**src/common/i2c_ctl_pkg.sv**
```systemverilog
// Function
// - Works at 100 kHz and 400 kHz
// - Slave only, never starts transfers
// - Never holds SCL low
// - Bytes MSB first, receiver acknowledges
// - SDA fall/rise while SCL high: start/stop
// - Driven SDA changes only while SCL low
// - Acknowledge holds SDA low whole clock
// - Answers only its seven-bit address
// - Any byte count between start and stop
// - Processing registers take four-byte words
// - Reads stream on; unused bits read zero
// - Biquad needs five words, else discarded
// - Mixer coefficient needs one whole word
// - Sequential writes step through subaddresses
// - Only incomplete final subaddress is dropped
// - Write: address, subaddress, data, all acknowledged
// - Every data byte of writes acknowledged
// - Read: subaddress write, repeated start, read
// - Works without the audio master clock
package i2c_ctl_pkg;

    // Seven-bit form of the write address byte 8'h36
    localparam logic [6:0] SLAVE_ADDR7 = 7'h1B;

    localparam logic [7:0] SUB_WORD_FIRST = 8'h20;
    localparam logic [7:0] SUB_BIQUAD_FIRST = 8'h29;
    localparam logic [7:0] SUB_BIQUAD_LAST = 8'h3F;

    localparam logic [4:0] SIZE_GENERAL = 5'h01;
    localparam logic [4:0] SIZE_WORD = 5'h04;
    localparam logic [4:0] SIZE_BIQUAD = 5'h14;

    localparam logic [31:0] MASK_GENERAL = 32'h0000_00FF;
    localparam logic [31:0] MASK_WORD = 32'hFFFF_FFFF;

    localparam logic [2:0] BIT_LAST = 3'h7;
    localparam int DATA_W = 160;

    typedef struct packed {
        logic scl;
        logic sda;
        logic scl_rise;
        logic scl_fall;
        logic start;
        logic stop;
    } bus_ev_t;

    typedef struct packed {
        logic valid;
        logic [7:0] sub;
        logic [4:0] nbytes;
        logic [DATA_W-1:0] data;
    } wr_cmd_t;

    // Bytes that make one complete set for a subaddress
    function automatic logic [4:0] size_bytes(input logic [7:0] sub);
        if (sub < SUB_WORD_FIRST) begin
            return SIZE_GENERAL;
        end else if (sub >= SUB_BIQUAD_FIRST && sub <= SUB_BIQUAD_LAST) begin
            return SIZE_BIQUAD;
        end
        return SIZE_WORD;
    endfunction

    function automatic logic [31:0] rd_mask(input logic [7:0] sub);
        if (sub < SUB_WORD_FIRST) begin
            return MASK_GENERAL;
        end
        return MASK_WORD;
    endfunction

endpackage

```
**src/verilog/i2c_bus_sense.sv**
```systemverilog
module i2c_bus_sense (
    input wire logic i_clk_sys,
    input wire logic i_arst_n,
    input wire logic i_scl,
    input wire logic i_sda,
    output i2c_ctl_pkg::bus_ev_t o_ev
);

    // Index 1 is SCL, index 0 is SDA
    logic [1:0] meta_q;
    logic [1:0] sync_q;
    logic [1:0] prev_q;

    always_ff @(posedge i_clk_sys or negedge i_arst_n) begin
        if (!i_arst_n) begin
            meta_q <= 2'h3;
            sync_q <= 2'h3;
            prev_q <= 2'h3;
        end else begin
            meta_q <= {i_scl, i_sda};
            sync_q <= meta_q;
            prev_q <= sync_q;
        end
    end

    always_comb begin
        o_ev.scl = sync_q[1];
        o_ev.sda = sync_q[0];
        o_ev.scl_rise = sync_q[1] & ~prev_q[1];
        o_ev.scl_fall = ~sync_q[1] & prev_q[1];
        o_ev.start = sync_q[1] & prev_q[1] & prev_q[0] & ~sync_q[0];
        o_ev.stop = sync_q[1] & prev_q[1] & ~prev_q[0] & sync_q[0];
    end

    a_start_cond: assert property (@(posedge i_clk_sys) disable iff (!i_arst_n)
        o_ev.start |-> o_ev.scl && !o_ev.sda && $past(o_ev.sda))
        else $error("start seen without SCL high and SDA falling");

endmodule

```
**src/verilog/i2c_write_collect.sv**
```systemverilog
module i2c_write_collect (
    input wire logic i_clk_sys,
    input wire logic i_arst_n,
    input wire logic i_clear,
    input wire logic i_byte_vld,
    input wire logic [7:0] i_byte,
    input wire logic [7:0] i_sub,
    input wire logic [4:0] i_size,
    output i2c_ctl_pkg::wr_cmd_t o_wr
);

    logic [4:0] cnt_q;
    logic [i2c_ctl_pkg::DATA_W-1:0] data_q;
    logic last;

    assign last = (cnt_q == i_size - 5'h01);

    // Partial sets are thrown away at any start or stop
    always_ff @(posedge i_clk_sys or negedge i_arst_n) begin
        if (!i_arst_n) begin
            cnt_q <= 5'h00;
            data_q <= '0;
        end else if (i_clear) begin
            cnt_q <= 5'h00;
            data_q <= '0;
        end else if (i_byte_vld) begin
            if (last) begin
                cnt_q <= 5'h00;
                data_q <= '0;
            end else begin
                cnt_q <= cnt_q + 5'h01;
                data_q <= {data_q[i2c_ctl_pkg::DATA_W-9:0], i_byte};
            end
        end
    end

    always_ff @(posedge i_clk_sys or negedge i_arst_n) begin
        if (!i_arst_n) begin
            o_wr <= '0;
        end else begin
            o_wr.valid <= i_byte_vld && !i_clear && last;
            if (i_byte_vld && last) begin
                o_wr.sub <= i_sub;
                o_wr.nbytes <= i_size;
                o_wr.data <= {data_q[i2c_ctl_pkg::DATA_W-9:0], i_byte};
            end
        end
    end

    a_commit_count: assert property (@(posedge i_clk_sys) disable iff (!i_arst_n)
        (i_byte_vld && !i_clear && cnt_q == i_size - 5'h01) |=> o_wr.valid && cnt_q == 5'h00)
        else $error("complete set not committed");

    a_discard_part: assert property (@(posedge i_clk_sys) disable iff (!i_arst_n)
        i_clear |=> cnt_q == 5'h00 && !o_wr.valid)
        else $error("partial set survived a start or stop");

endmodule

```
**src/verilog/i2c_control_slave.sv**
```systemverilog
module i2c_control_slave (
    input wire logic i_clk_sys,
    input wire logic i_arst_n,
    input wire logic i_scl,
    input wire logic i_sda,
    output logic o_sda_out,
    output logic o_sda_oe,
    output i2c_ctl_pkg::wr_cmd_t o_wr,
    output logic [7:0] o_rd_sub,
    output logic [2:0] o_rd_word,
    input wire logic [31:0] i_rd_word
);

    typedef enum logic [2:0] {
        S_IDLE,
        S_RX,
        S_RX_END,
        S_ACK,
        S_TX,
        S_TX_ACK,
        S_TX_NEXT,
        S_IGNORE
    } state_t;

    typedef enum logic [1:0] {
        P_ADDR,
        P_SUB,
        P_DATA
    } phase_t;

    i2c_ctl_pkg::bus_ev_t ev;
    state_t state_q;
    phase_t phase_q;
    logic [2:0] bit_cnt_q;
    logic [6:0] shift_q;
    logic rw_q;
    logic [7:0] sub_q;
    logic [4:0] byte_idx_q;
    logic [7:0] tx_q;
    logic sda_oe_q;
    logic rx_done;
    logic [7:0] rx_byte;
    logic addr_match;
    logic data_vld;
    logic tx_load;
    logic [4:0] size;
    logic [31:0] rd_masked;
    logic [1:0] rd_sel;
    logic [7:0] rd_byte;

    // Only the system clock is used; no audio clock is needed
    i2c_bus_sense u_sense (
        .i_clk_sys(i_clk_sys),
        .i_arst_n(i_arst_n),
        .i_scl(i_scl),
        .i_sda(i_sda),
        .o_ev(ev)
    );

    i2c_write_collect u_collect (
        .i_clk_sys(i_clk_sys),
        .i_arst_n(i_arst_n),
        .i_clear(ev.start || ev.stop),
        .i_byte_vld(data_vld),
        .i_byte(rx_byte),
        .i_sub(sub_q),
        .i_size(size),
        .o_wr(o_wr)
    );

    assign size = i2c_ctl_pkg::size_bytes(sub_q);
    assign rx_done = (state_q == S_RX) && ev.scl_rise && (bit_cnt_q == i2c_ctl_pkg::BIT_LAST);
    assign rx_byte = {shift_q, ev.sda};
    assign addr_match = (rx_byte[7:1] == i2c_ctl_pkg::SLAVE_ADDR7);
    assign data_vld = rx_done && (phase_q == P_DATA);
    assign tx_load = ev.scl_fall && !ev.start && !ev.stop &&
        ((state_q == S_ACK && phase_q == P_ADDR && rw_q) || state_q == S_TX_NEXT);

    // Read path: unused high bits of narrow registers return zero
    assign o_rd_sub = sub_q;
    assign o_rd_word = byte_idx_q[4:2];
    assign rd_masked = i_rd_word & i2c_ctl_pkg::rd_mask(sub_q);
    assign rd_sel = 2'h3 - byte_idx_q[1:0];
    assign rd_byte = (size == i2c_ctl_pkg::SIZE_GENERAL) ? rd_masked[7:0] : rd_masked[{rd_sel, 3'h0} +: 8];

    // Open drain: the pin is only ever pulled low, SCL is never driven
    assign o_sda_out = 1'b0;
    assign o_sda_oe = sda_oe_q;

    // Bus state; start and stop override everything
    always_ff @(posedge i_clk_sys or negedge i_arst_n) begin
        if (!i_arst_n) begin
            state_q <= S_IDLE;
        end else if (ev.stop) begin
            state_q <= S_IDLE;
        end else if (ev.start) begin
            state_q <= S_RX;
        end else begin
            unique case (state_q)
                S_IDLE: begin
                    state_q <= S_IDLE;
                end
                S_RX: begin
                    if (rx_done) begin
                        if (phase_q == P_ADDR && !addr_match) begin
                            state_q <= S_IGNORE;
                        end else begin
                            state_q <= S_RX_END;
                        end
                    end
                end
                S_RX_END: begin
                    if (ev.scl_fall) begin
                        state_q <= S_ACK;
                    end
                end
                S_ACK: begin
                    if (ev.scl_fall) begin
                        state_q <= tx_load ? S_TX : S_RX;
                    end
                end
                S_TX: begin
                    if (ev.scl_fall && bit_cnt_q == i2c_ctl_pkg::BIT_LAST) begin
                        state_q <= S_TX_ACK;
                    end
                end
                S_TX_ACK: begin
                    if (ev.scl_rise) begin
                        state_q <= ev.sda ? S_IGNORE : S_TX_NEXT;
                    end
                end
                S_TX_NEXT: begin
                    if (ev.scl_fall) begin
                        state_q <= S_TX;
                    end
                end
                S_IGNORE: begin
                    state_q <= S_IGNORE;
                end
            endcase
        end
    end

    // Transfer phase and direction
    always_ff @(posedge i_clk_sys or negedge i_arst_n) begin
        if (!i_arst_n) begin
            phase_q <= P_ADDR;
            rw_q <= 1'b0;
        end else if (ev.start || ev.stop) begin
            phase_q <= P_ADDR;
        end else if (rx_done && phase_q == P_ADDR && addr_match) begin
            rw_q <= rx_byte[0];
            phase_q <= rx_byte[0] ? P_ADDR : P_SUB;
        end else if (rx_done && phase_q == P_SUB) begin
            phase_q <= P_DATA;
        end
    end

    // Bit counter and receive shifter
    always_ff @(posedge i_clk_sys or negedge i_arst_n) begin
        if (!i_arst_n) begin
            bit_cnt_q <= 3'h0;
            shift_q <= 7'h00;
        end else if (ev.start || ev.stop) begin
            bit_cnt_q <= 3'h0;
        end else if (state_q == S_RX && ev.scl_rise) begin
            bit_cnt_q <= bit_cnt_q + 3'h1;
            shift_q <= rx_byte[6:0];
        end else if (state_q == S_TX && ev.scl_fall) begin
            bit_cnt_q <= bit_cnt_q + 3'h1;
        end else if (state_q == S_ACK || state_q == S_TX_NEXT) begin
            bit_cnt_q <= 3'h0;
        end
    end

    // Subaddress pointer: set by the subaddress byte, stepped per complete set
    always_ff @(posedge i_clk_sys or negedge i_arst_n) begin
        if (!i_arst_n) begin
            sub_q <= 8'h00;
            byte_idx_q <= 5'h00;
        end else if (ev.start) begin
            byte_idx_q <= 5'h00;
        end else if (rx_done && phase_q == P_SUB) begin
            sub_q <= rx_byte;
            byte_idx_q <= 5'h00;
        end else if (o_wr.valid) begin
            sub_q <= sub_q + 8'h01;
        end else if (tx_load) begin
            if (byte_idx_q == size - 5'h01) begin
                byte_idx_q <= 5'h00;
                sub_q <= sub_q + 8'h01;
            end else begin
                byte_idx_q <= byte_idx_q + 5'h01;
            end
        end
    end

    // Transmit shifter, moved on SCL falls only
    always_ff @(posedge i_clk_sys or negedge i_arst_n) begin
        if (!i_arst_n) begin
            tx_q <= 8'hFF;
        end else if (tx_load) begin
            tx_q <= rd_byte;
        end else if (state_q == S_TX && ev.scl_fall) begin
            tx_q <= {tx_q[6:0], 1'b1};
        end
    end

    // SDA pull-down, registered from state and the transmit shifter MSB
    always_ff @(posedge i_clk_sys or negedge i_arst_n) begin
        if (!i_arst_n) begin
            sda_oe_q <= 1'b0;
        end else begin
            sda_oe_q <= (state_q == S_ACK) || (state_q == S_TX && !tx_q[7]);
        end
    end

    a_start_rx: assert property (@(posedge i_clk_sys) disable iff (!i_arst_n)
        ev.start |=> state_q == S_RX && bit_cnt_q == 3'h0 && phase_q == P_ADDR)
        else $error("start did not restart address reception");

    a_stop_idle: assert property (@(posedge i_clk_sys) disable iff (!i_arst_n)
        ev.stop |=> state_q == S_IDLE ##1 !o_sda_oe)
        else $error("stop did not return to idle");

    a_ack_held_low: assert property (@(posedge i_clk_sys) disable iff (!i_arst_n)
        (state_q == S_ACK && $past(state_q) == S_ACK) |-> o_sda_oe)
        else $error("acknowledge not held low");

    a_ignore_quiet: assert property (@(posedge i_clk_sys) disable iff (!i_arst_n)
        (state_q == S_IGNORE && $past(state_q) == S_IGNORE) |-> !o_sda_oe)
        else $error("SDA driven while ignoring");

    a_sda_scl_low: assert property (@(posedge i_clk_sys) disable iff (!i_arst_n)
        $changed(o_sda_oe) |-> !ev.scl)
        else $error("SDA changed while SCL high");

    a_addr_match: assert property (@(posedge i_clk_sys) disable iff (!i_arst_n)
        (rx_done && phase_q == P_ADDR && !ev.stop && !ev.start) |=>
            (state_q == S_RX_END) == ($past(rx_byte[7:1]) == i2c_ctl_pkg::SLAVE_ADDR7))
        else $error("address match decision wrong");

    a_sub_step: assert property (@(posedge i_clk_sys) disable iff (!i_arst_n)
        (o_wr.valid && !ev.start) |=> sub_q == $past(sub_q) + 8'h01)
        else $error("subaddress did not advance after complete set");

    a_read_step: assert property (@(posedge i_clk_sys) disable iff (!i_arst_n)
        (tx_load && byte_idx_q == size - 5'h01) |=> byte_idx_q == 5'h00 && sub_q == $past(sub_q) + 8'h01)
        else $error("read pointer did not advance");

    a_idle_quiet: assert property (@(posedge i_clk_sys) disable iff (!i_arst_n)
        (state_q == S_IDLE && $past(state_q) == S_IDLE) |-> !o_sda_oe)
        else $error("SDA driven while idle");

    a_ack_after_byte: assert property (@(posedge i_clk_sys) disable iff (!i_arst_n)
        (state_q == S_RX_END && ev.scl_fall && !ev.start && !ev.stop) |-> ##2 o_sda_oe)
        else $error("received byte not acknowledged");

    a_ack_release: assert property (@(posedge i_clk_sys) disable iff (!i_arst_n)
        (state_q == S_ACK && ev.scl_fall && !tx_load) |-> ##2 !o_sda_oe)
        else $error("acknowledge not released after its clock");

    a_tx_release: assert property (@(posedge i_clk_sys) disable iff (!i_arst_n)
        (state_q == S_TX && ev.scl_fall && bit_cnt_q == i2c_ctl_pkg::BIT_LAST) |-> ##2 !o_sda_oe)
        else $error("SDA not released for master acknowledge");

    a_nack_release: assert property (@(posedge i_clk_sys) disable iff (!i_arst_n)
        (state_q == S_TX_ACK && ev.scl_rise && ev.sda) |=> state_q == S_IGNORE ##1 !o_sda_oe [*4])
        else $error("read went on after master not-acknowledge");

    a_ignore_sticky: assert property (@(posedge i_clk_sys) disable iff (!i_arst_n)
        (state_q == S_IGNORE && !ev.start && !ev.stop) |=> state_q == S_IGNORE)
        else $error("ignored transaction resumed without start or stop");

    a_write_dir: assert property (@(posedge i_clk_sys) disable iff (!i_arst_n)
        data_vld |-> !rw_q)
        else $error("data byte taken in read direction");

    a_read_dir: assert property (@(posedge i_clk_sys) disable iff (!i_arst_n)
        tx_load |-> rw_q)
        else $error("read byte loaded in write direction");

    a_commit_size: assert property (@(posedge i_clk_sys) disable iff (!i_arst_n)
        o_wr.valid |-> o_wr.nbytes == i2c_ctl_pkg::size_bytes(o_wr.sub))
        else $error("committed set size does not fit subaddress");

    a_sub_load: assert property (@(posedge i_clk_sys) disable iff (!i_arst_n)
        (rx_done && phase_q == P_SUB && !ev.start && !ev.stop) |=> sub_q == $past(rx_byte) && byte_idx_q == 5'h00)
        else $error("subaddress byte not loaded");

    a_stop_clears: assert property (@(posedge i_clk_sys) disable iff (!i_arst_n)
        ev.stop |=> bit_cnt_q == 3'h0 && phase_q == P_ADDR)
        else $error("stop left a partial byte behind");

    c_write_commit: cover property (@(posedge i_clk_sys) disable iff (!i_arst_n) o_wr.valid);
    c_read_byte: cover property (@(posedge i_clk_sys) disable iff (!i_arst_n) tx_load ##[1:1000] tx_load);
    c_mismatch: cover property (@(posedge i_clk_sys) disable iff (!i_arst_n)
        rx_done && phase_q == P_ADDR && !addr_match);
    c_nack_end: cover property (@(posedge i_clk_sys) disable iff (!i_arst_n)
        state_q == S_TX_ACK && ev.scl_rise && ev.sda);
    c_biquad_commit: cover property (@(posedge i_clk_sys) disable iff (!i_arst_n)
        o_wr.valid && o_wr.nbytes == i2c_ctl_pkg::SIZE_BIQUAD);

endmodule

```
**config.mk**
```make
export PLATFORM = sky130hd
export DESIGN_NAME = i2c_control_slave
export DESIGN_NICKNAME = d
export VERILOG_FILES = /design/src/common/i2c_ctl_pkg.sv /design/src/verilog/i2c_bus_sense.sv /design/src/verilog/i2c_write_collect.sv /design/src/verilog/i2c_control_slave.sv
export SDC_FILE = /design/constraint.sdc
export NUM_CORES = 1
export LEC_CHECK = 0
export BUFFER_PORTS_ARGS = -buffer_cell sky130_fd_sc_hd__buf_2
export CAP_MARGIN = 20
export CORE_MARGIN = 1
export CORE_UTILIZATION = 57
export DETAILED_ROUTE_END_ITERATION = 12
export GPL_TIMING_DRIVEN = 0
export PLACE_DENSITY = 0.8
export SYNTH_ARGS = -nofsm -noshare
export SYNTH_HDL_FRONTEND = slang
export SYNTH_SLANG_ARGS = --single-unit
```
**constraint.sdc**
```tcl
create_clock -name i_clk_sys -period 2.5 [get_ports i_clk_sys]
set_input_delay 0.25 -clock i_clk_sys [delete_from_list [all_inputs] [get_ports i_clk_sys]]
set_output_delay 0.25 -clock i_clk_sys [all_outputs]
set_load 0.01 [all_outputs]
```
Word-level counts from Yosys, hierarchy flattened
Cells that the tools add are included.

Add/sub/neg operators: 6. Order comparisons: 3. Equal/unequal tests: 21. Shift-type cells: 1. Multiplexer cells: 46. Bitwise gates (word level): 14. Reductions and logical operators: 42.

Operators by type and width (count): 2-to-1 mux 152 bit (3); 2-to-1 mux 32 bit (2); 2-to-1 mux 8 bit (7); 2-to-1 mux 5 bit (11); 2-to-1 mux 3 bit (14); AND 32 bit (1); indexed part select 32 x 6 -> 8 bit (1); != test 4 bit, second input constant (6); case mux 3 bit (8 select lines) (1); logical AND 1 bit (19); == test 3 bit, second input constant (5); nonzero test 3 bit (4); adder 5 x 1 -> 5 bit, second input constant (2); == test 5 bit (2); adder 8 x 1 -> 8 bit, second input constant (1); >= comparator 8 x 6 -> 1 bit, second input constant (1); <= comparator 8 x 6 -> 1 bit, second input constant (1); < comparator 8 x 6 -> 1 bit, second input constant (1); AND 1 bit (7); == test 7 x 5 -> 1 bit, second input constant (1); == test 3 x 2 -> 1 bit, second input constant (2); 2-to-1 mux 2 bit (3); NOT 1 bit (6); AND reduction 2 bit (3); other kinds (17) (29).

Register bits: 375. Input bits: 36. Output and inout bits: 187. Logic and storage cells: 151.

Depth between registers and ports, before layout
Gate-level depths: netlist of run 1.

Word-level depth: 12. Mapped depth: 13.

Modules after synthesis
A second synthesis of run 1 with hierarchy kept.

Cell total of the unflattened synthesis: 1051. Area total of the unflattened synthesis: 14968.1 um^2.

By module, submodules not included: i2c_write_collect (times used 1, cells each 764, area each 12304.3 um^2, seq. area each 8282.9 um^2); i2c_control_slave (times used 1, cells each 277, area each 2473.6 um^2, seq. area each 960.9 um^2); i2c_bus_sense (times used 1, cells each 10, area each 190.2 um^2, seq. area each 157.7 um^2).

Worst setup path after synthesis of run 1
No wires, ideal clock.

Path type: register to register. From: reg u_sense.sync_q[1]. To: reg u_collect.data_q[76] in the netlist's numbering. Arrival time: 2.187 ns. Setup slack: 0.192 ns. Cell stages (with the launch flop): 10. Period minus slack after synthesis: 2.308 ns. Cells stage by stage: dfstp_2 clkbuf_1 nand4bb_1 nor2_1 and3b_1 clkbuf_1 nor2_2 buf_2 buf_1 a22o_1.

Longest elaborated chain between the ends: 5. Elaborated cells on any way between the ends: 12. Classes of those cells: mux (1); bitwise (6); reduce/logical (5).

RTL lines: from (decl) (RTL line i2c_bus_sense.sv:11) `logic [1:0] sync_q;`; from (signal assigned) (RTL line i2c_bus_sense.sv:21) `sync_q <= meta_q;`; AND 1 bit (on tied branches) (RTL line i2c_bus_sense.sv:31, i2c_bus_sense.sv:32, i2c_bus_sense.sv:29); AND 1 bit, or another cell as far along (2 in series) (RTL line i2c_bus_sense.sv:31) `o_ev.start = sync_q[1] & prev_q[1] & prev_q[0] & ~sync_q[0];`; logical OR 1 bit / logical AND 1 bit (equally long branches) (RTL line i2c_control_slave.sv:63, i2c_control_slave.sv:75); 2-to-1 mux 152 bit / nonzero test 2 bit (equally long branches); to (signal assigned) (RTL line i2c_write_collect.sv:32) `data_q <= {data_q[i2c_ctl_pkg::DATA_W-9:0], i_byte};`; to (decl) (RTL line i2c_write_collect.sv:13) `logic [i2c_ctl_pkg::DATA_W-1:0] data_q;`.

Several ways; a longest one is shown, not always the timed one. A chain may end at the register's enable or synchronous reset.

Worst setup path in the final report of run 1
From: reg sub_q[0], in the netlist o_rd_sub[0]. To: reg, netlist name u_collect.o_wr[98].

Longest elaborated chain between the ends: 8. Elaborated cells on any way between the ends: 11. Classes of those cells: add/sub (1); order compare (3); eq/ne (1); mux (4); reduce/logical (2).

RTL lines: from (decl) (RTL line i2c_control_slave.sv:37) `logic [7:0] sub_q;`; from (signal assigned) (RTL line i2c_control_slave.sv:184) `sub_q <= rx_byte;`; from (signal assigned) (RTL line i2c_control_slave.sv:187) `sub_q <= sub_q + 8'h01;`; from (signal assigned) (RTL line i2c_control_slave.sv:191) `sub_q <= sub_q + 8'h01;`; >= comparator 8 x 6 -> 1 bit / <= comparator 8 x 6 -> 1 bit (equally long branches) (RTL line i2c_ctl_pkg.sv:60) `end else if (sub >= SUB_BIQUAD_FIRST && sub <= SUB_BIQUAD_LAST) begin`; logical AND 1 bit (RTL line i2c_ctl_pkg.sv:60); 2-to-1 mux 1 bit (RTL line i2c_ctl_pkg.sv:60); 2-to-1 mux 1 bit (RTL line i2c_ctl_pkg.sv:58) `if (sub < SUB_WORD_FIRST) begin`; 2-to-1 mux 5 bit (*) (RTL line i2c_ctl_pkg.sv:63) `return SIZE_WORD;`; subtractor 5 x 1 -> 5 bit (*) (RTL line i2c_write_collect.sv:16) `assign last = (cnt_q == i_size - 5'h01);`; == test 5 bit (*) (RTL line i2c_write_collect.sv:16); logical AND 1 bit (*) (RTL line i2c_write_collect.sv:42) `if (i_byte_vld && last) begin`.

Every way passes the cells marked *; elsewhere a longest branch is shown, timed or not.

==> impl_metrics.yaml, run 1 <==
status:
  outcome: "complete, no violations"
setup_path:
  critical_path_class: "reg2reg"
  endpoint_kind: "flip-flop"
  max_stage_delay_ns: 0.49
  crit_buf_inv: 5
  crit_family: "simple AND/OR/NAND/NOR gates"
  cp_max_fo: 10
  critical_path.slowest_cell: "or4_4"
  cpMostUsedCell: "nand2_1"
  required_ns: 2.90
  reg2reg_slack_ns: 0.10
  crit_chain: "inv_2 -> ha_1 -> nor4b_4 -> or4_4 -> o2111ai_2 -> nand2b_1 -> buf_4 -> inv_6 -> buf_12 -> buf_6 -> nand2_1 -> nand2_1"
  arrival_ns: 2.79
  start_kind: "flip-flop"
synth:
  synth_seq_cells: 373
  yosys_warnings: 0
  yosysTopAreaCell: "dfrtp_1"
  async_reset_ff_frac: 1.00
  postSynthCellCount: 1362
  synth_top_area_share: 0.605
  synth_edf_count: 0
  synth_ff_type: "dfrtp_1"
  synth_area_sq_mm: 0.0149
  synth_common_cells: "530 x nand2_1, 359 x dfrtp_1, 156 x a22o_1"
  synth_cell_type_count: 63
  synth.yosys.seq_area_share: 0.630
  yosysMostFrequentCell: "nand2_1"
  synth_area_leaders: "dfrtp_1 60%, nand2_1 13%, a22o_1 9.2%"
  syn_avg_cell_area_sq_um: 10.9
timing:
  max_freq_ghz: 0.417
  period_needed_ns: 2.40
  fin_skew_ns: 0.0248
  worst_slew_pin_slew_ns: 0.912
  finalHoldViolCount: 0
  setup_violations: 0
  drv_slew: 0
  period_share: 0.959
  maxSlewHeadroom: 0.392
min_path:
  hold_class: "in2reg"
global_route:
  grt_usage: 0.276
  grt-ovfl-total: 0
  grt_pass1_vias: 10990
  grt_pass1_wl_microns: 58000
  grt_max_degree: 129
  antenna_found_initial: 0
clock_tree:
  clk_path_buf_depth: 3
  numCtsBuffers: 37
  cts_sinks: 373
  htreeDepth: 2
  clock_latency_ns: 0.52
  clkTransAtPathRegs_ns: 0.06
  cts_tree: "built"
  clockRootBuffer: "clkbuf_16"
pwr:
  p_int_mw: 10.3
  p_per_area_mw_per_mm2: 745
  peakVddDrop_uv: 558
  switching_power_mw: 3.12
  clockPowerShare: 0.445
  swShare: 0.232
  p_leak_nw: 10.0
  comb_power_share: 0.077
  seqPwrFrac: 0.478
routing:
  drt-pass1-iter-count: 6
  ant_nets: 0
  drc_errors: 0
  initialDrtViolationCount: 1111
  wire_per_inst_microns: 18.2
  route.vias.total: 11249
  viasPerCell: 5.64
  routed_wl_microns: 36300
die:
  core_sq_mm: 0.0254
  initial_core_util: 0.585
  dieArea_sq_mm: 0.0267
  num_rows: 58
  pin_count: 223
  die_w_microns: 163
  die_h_microns: 163
final_layout:
  final_layout_size_suffix_gt1_frac: 0.262
  syn_to_final_growth_pct: 21.3
  instances_no_fill: 1993
  layout.nets: 1678
  fill_cells: 1764
  ff_latch_area_sq_mm: 0.00936
  antenna_cells: 0
  finalInstanceArea_sq_mm: 0.0180
  multi_input_area_sq_mm: 0.00494
placed_design:
  hpwl_microns: 23600
  dp_cells: 1915
  numPortBuffers: 219
  placed_cell_area_sq_mm: 0.0164
  gp_congestion: 0.836
flow_run:
  cap_violations: 0
==> state kept, by name (all words and copies together), names as in the netlist, 2 cells and up <==
register / flops
u_sense.meta_q: 2
phase_q: 2
u_collect.cnt_q: 5
u_sense.sync_q: 2
tx_q: 8
u_sense.prev_q: 2
byte_idx_q: 5
state_q: 3
o_rd_sub: 8
u_collect.data_q: 152
shift_q: 7
u_collect.o_wr: 172
bit_cnt_q: 3
==> power by group through the flow <==
| stage | Sequential [mW] | Clock, mW | Combinational (mW) |
|---|---|---|---|
| 2_1_floorplan | 6.45 | 0 | 0.600 |
| 3_3_place_gp | 6.49 | 0 | 0.884 |
| 3_5_place_dp | 6.49 | 0 | 0.936 |
| 4_1_cts | 6.41 | 6.05 | 0.963 |
| 5_1_grt | 6.44 | 6.32 | 1.15 |
| 6_report | 6.42 | 5.98 | 1.03 |
==> final cells by class <==
class                      instances  share of cell area
tap                              330              0.0229
sequential                       373               0.519
buffer                            90              0.0342
clock inverter                    19              0.0151
timing repair buffer             237              0.0732
inverter                           8             0.00208
clock buffer                      48              0.0587
multi-input combinational        888               0.274
==> tightest hold or removal path, stage by stage <==
cell	delay (ns)
buf_2	0.09
mux2i_1	0.08
a21oi_1	0.15
==> timing repair <==
item / 4_1_cts / 5_1_grt
gates resized for setup: 18 / 31
setup endpoints to repair: 323 / 319
buffers inserted: 5 / 7
pin swaps: 1 / 9
hold buffers: 3 / 0
endpoints found under the hold margin: 109 / 0
cloned: 0 / 1
==> kinds of logic (layout without fill, tap and decap cells) <==
| logic type | after synthesis | after routing | share of synthesized area |
|---|---|---|---|
| other | 1 | 3 | 0.000253 |
| AND/OR/NAND/NOR | 603 | 603 | 0.163 |
| buffers and inverters | 103 | 402 | 0.0416 |
| XOR/XNOR | 4 | 4 | 0.00236 |
| adder cells (fa/ha/maj) | 7 | 7 | 0.00590 |
| AO/OA/AOI/OAI | 235 | 235 | 0.125 |
| flip-flops | 373 | 373 | 0.630 |
| multiplexers | 36 | 36 | 0.0324 |
==> path summary, 6_finish.rpt <==
kind,startpoint,to,depth (start not counted)
worst max-delay path,o_rd_sub[0]$_DFFE_PN0P_,u_collect.o_wr[98]$_DFFE_PN0P_,12
worst min-delay path,i_rd_word[0],tx_q[0]$_DFFE_PN1P_,3
worst max register to register,o_rd_sub[0]$_DFFE_PN0P_,u_collect.o_wr[98]$_DFFE_PN0P_,12
worst min register to register,u_sense.meta_q[0]$_DFF_PN1_,u_sense.sync_q[0]$_DFF_PN1_,0
max in group asynchronous,i_arst_n,u_collect.o_wr[170]$_DFFE_PN0P_,3
min in group asynchronous,i_arst_n,u_collect.data_q[109]$_DFFE_PN0P_,2
==> per-stage QoR <==
stage / TNS [ns] / power, mW / hold slack, ns / worst slack (ns) / utilization
finish: 0 / 13.4 / 0.108 / 0.103 / 0.709
detailed placement: -68.36 / 7.43 / 0.348 / -0.462 / 0.647
global placement: -2154.86 / 7.37 / 0.347 / -5.73 / 0.644
global route: -0.0591 / 13.9 / 0.133 / -0.0134 / 0.709
floorplan: 0 / 7.05 / -0.0456 / 0.192 / -
CTS: 0 / 13.4 / 0.103 / 0.00754 / 0.703
==> cell usage in the layout (no fill, tap or decap), drive strengths merged, types with 8 or more instances in the layout <==
cell type and count:
dfrtp 359, clkinv 11, inv 9, nor2 20, o21ai 25, a22o 157, buf 291, nand2 530
a21oi 25, nand3 14, clkbuf 81, dfstp 14, mux2 17, mux2i 11, mux4 8
==> routing by layer <==
metal	routed length (microns)	part of all wire	GRT usage
met1	16100	0.45	0.393
met2	17100	0.47	0.434
met3	2410	0.066	0.0515
met4	646	0.018	0.0803
met5	0	0	0
No activity file was read; power rests on OpenSTA's default activity.
==> run 2, diff against run 1 <==
--- a/config.mk
+++ b/config.mk
@@ -14,4 +14,5 @@
 export PLACE_DENSITY = 0.8
 export SYNTH_ARGS = -nofsm -noshare
 export SYNTH_HDL_FRONTEND = slang
+export SYNTH_HIERARCHICAL = 1
 export SYNTH_SLANG_ARGS = --single-unit
==> impl_metrics.yaml, run 2 <==
pwr:
  clockPowerShare: 0.411
  peakVddDrop_uv: 592
  p_per_area_mw_per_mm2: 723
  comb_power_share: 0.126
  p_int_mw: 10.6
  seqPwrFrac: 0.463
  swShare: 0.248
  switching_power_mw: 3.49
  p_leak_nw: 9.92
setup_path:
  critical_path_class: "reg2reg"
  start_kind: "flip-flop"
  endpoint_kind: "flip-flop"
  arrival_ns: 3.37
  required_ns: 2.88
  r2r_cells: 13
  cp_max_fo: 6
final_layout:
  regMostFlops: "u_collect/o_wr"
  layout.nets: 1407
  reg_top3: "u_collect/o_wr (174), u_collect/data_q (152)"
  finalInstanceArea_sq_mm: 0.0194
  syn_to_final_growth_pct: 29.7
  final_layout_size_suffix_gt1_frac: 0.431
  largest_reg_flops: 174
  final_cell_mix: "356 x dfrtp_1, 224 x buf_2, 167 x mux2_4"
  final_common_cell: "dfrtp_1"
  antenna_cells: 0
routing:
  ant_nets: 0
  route.vias.total: 10171
  routed_wl_microns: 36100
  viasPerCell: 5.91
  drt-pass1-iter-count: 5
  initialDrtViolationCount: 681
  drc_errors: 0
  wire_per_inst_microns: 20.9
synth:
  synth_area_sq_mm: 0.0150
  synth_common_cells: "361 x dfrtp_1, 153 x a22o_1, 108 x mux2_2"
  synth_top_area_share: 0.604
  yosys_warnings: 6
  syn_avg_cell_area_sq_um: 14.2
  synth_cell_type_count: 61
  synth.yosys.seq_area_share: 0.628
  synth_seq_cells: 375
  yosysTopAreaCell: "dfrtp_1"
  postSynthCellCount: 1051
  async_reset_ff_frac: 1.00
  synth_ff_type: "dfrtp_1"
  synth_area_leaders: "dfrtp_1 60%, a22o_1 9.0%, mux2_2 8.1%"
  synth_edf_count: 0
  yosysMostFrequentCell: "dfrtp_1"
global_route:
  grt_max_degree: 132
  grt_usage: 0.260
  grt-ovfl-total: 0
  antenna_found_initial: 0
  grt_pass1_wl_microns: 55000
  grt_pass1_vias: 10114
clock_tree:
  clock_latency_ns: 0.51
  clkTransAtPathRegs_ns: 0.06
  clockRootBuffer: "clkbuf_16"
  cts_sinks: 375
  clk_path_buf_depth: 3
  htreeDepth: 2
  numCtsBuffers: 38
  cts_tree: "built"
die:
  die_h_microns: 164
  num_rows: 58
  core_sq_mm: 0.0255
  dieArea_sq_mm: 0.0269
  initial_core_util: 0.588
  die_w_microns: 164
  pin_count: 223
timing:
  period_needed_ns: 2.99
  whs_ns: 0.109
  finalHoldViolCount: 0
  max_freq_ghz: 0.335
  fin_ws_ns: -0.489
  worst_slew_pin_slew_ns: 0.919
  finalSetupTns_ns: -130.76
  fin_skew_ns: 0.0167
  period_share: 1.20
  maxSlewHeadroom: 0.387
  drv_slew: 0
  setup_violations: 338
  rsz0062_at_grt: "true"
status:
  violations: "negative setup slack"
  outcome: "complete, but fails checks"
placed_design:
  pre_cts_slack_ns: -0.805
  numPortBuffers: 221
  placed_cell_area_sq_mm: 0.0168
  hpwl_microns: 21600
  gp_congestion: 0.845
min_path:
  hold_depth: 3
  hold_class: "in2reg"
flow_run:
  cap_violations: 0
## run 2: changes by cell type in the layout (fill, tap and decap cells not counted), moves of 10 or more
cell / before / now
mux2_4: 0 / 167
clkbuf_1: 18 / 28
buf_12: 2 / 21
nand2_1: 529 / 38
buf_2: 235 / 224
## run 2: final timing paths
kind,startpoint,to,slack [ns]
setup / recovery,o_rd_sub[6]$_DFFE_PN0P_,u_collect/o_wr[172]$_DFFE_PN0P_,-0.49
hold / removal,i_rd_word[7],tx_q[7]$_DFFE_PN1P_,0.11
setup reg to reg,o_rd_sub[6]$_DFFE_PN0P_,u_collect/o_wr[172]$_DFFE_PN0P_,-0.49
hold reg to reg,u_sense/meta_q[1]$_DFF_PN1_,u_sense/sync_q[1]$_DFF_PN1_,0.35
max in group asynchronous,i_arst_n,u_collect/o_wr[53]$_DFFE_PN0P_,0.93
min in group asynchronous,i_arst_n,u_collect/o_wr[158]$_DFFE_PN0P_,0.38
## run 2: per-stage QoR
stage,utilization,cells,total power [mW]
2_1_floorplan,-,1058,7.62
5_1_grt,0.762,1722,14.6
3_3_place_gp,0.657,1609,8.06
3_5_place_dp,0.659,1611,8.13
6_report,0.762,1722,14.0
4_1_cts,0.742,1713,14.1
## run 2: power groups by stage
stage / Combinational [mW] / Clock, mW / Sequential, mW
floorplan: 1.05 / 0 / 6.57
detailed placement: 1.51 / 0 / 6.63
CTS: 1.71 / 5.85 / 6.49
finish: 1.77 / 5.78 / 6.50
global placement: 1.44 / 0 / 6.62
global route: 1.95 / 6.12 / 6.52
## run 2: metal layers
| layer | track usage | up-vias | wire, microns |
|---|---|---|---|
| met5 | 0 | - | 0 |
| met4 | 0.0838 | 0 | 954 |
| met3 | 0.0424 | 70 | 1740 |
| met2 | 0.415 | 318 | 17400 |
| met1 | 0.367 | 5293 | 15900 |
| li1 | - | 4490 | - |
## run 2: what timing repair did
action                                  4_1_cts  5_1_grt
setup buffers                                26        5
pin swaps                                     4        8
resized for setup                           115      106
hold endpoints to repair                    121        0
cloned                                        4        7
endpoints found under the setup margin      339      350
hold buffers                                  3        0
## run 2: layout make-up
type	instances	area, sq um
multi-input combinational	601	5780
clock inverter	14	178
fill	1503	6050
tap	330	413
buffer	70	749
inverter	10	42.5
clock buffer	55	1110
timing repair buffer	267	1740
sequential	375	9410
## run 2: worst max-delay path, cell delays in order, from the launching register on
cell	delay, ns
dfrtp_2	0.45
nor3_4	0.31
buf_8	0.16
inv_4	0.03
ha_4	0.24
xor2_1	0.13
nand2_1	0.08
or3_4	0.42
nor3_4	0.21
buf_8	0.19
buf_16	0.15
buf_12	0.11
buf_6	0.08
mux2_4	0.29
## run 2: kinds of logic after synthesis
family	count (synthesis)	synth area share
AO/OA/AOI/OAI	243	0.126
XOR/XNOR	12	0.00702
adder cells (fa/ha/maj)	8	0.00669
buffers and inverters	82	0.0353
flip-flops	375	0.628
multiplexers	203	0.151
other	1	0.000251
AND/OR/NAND/NOR	127	0.0448
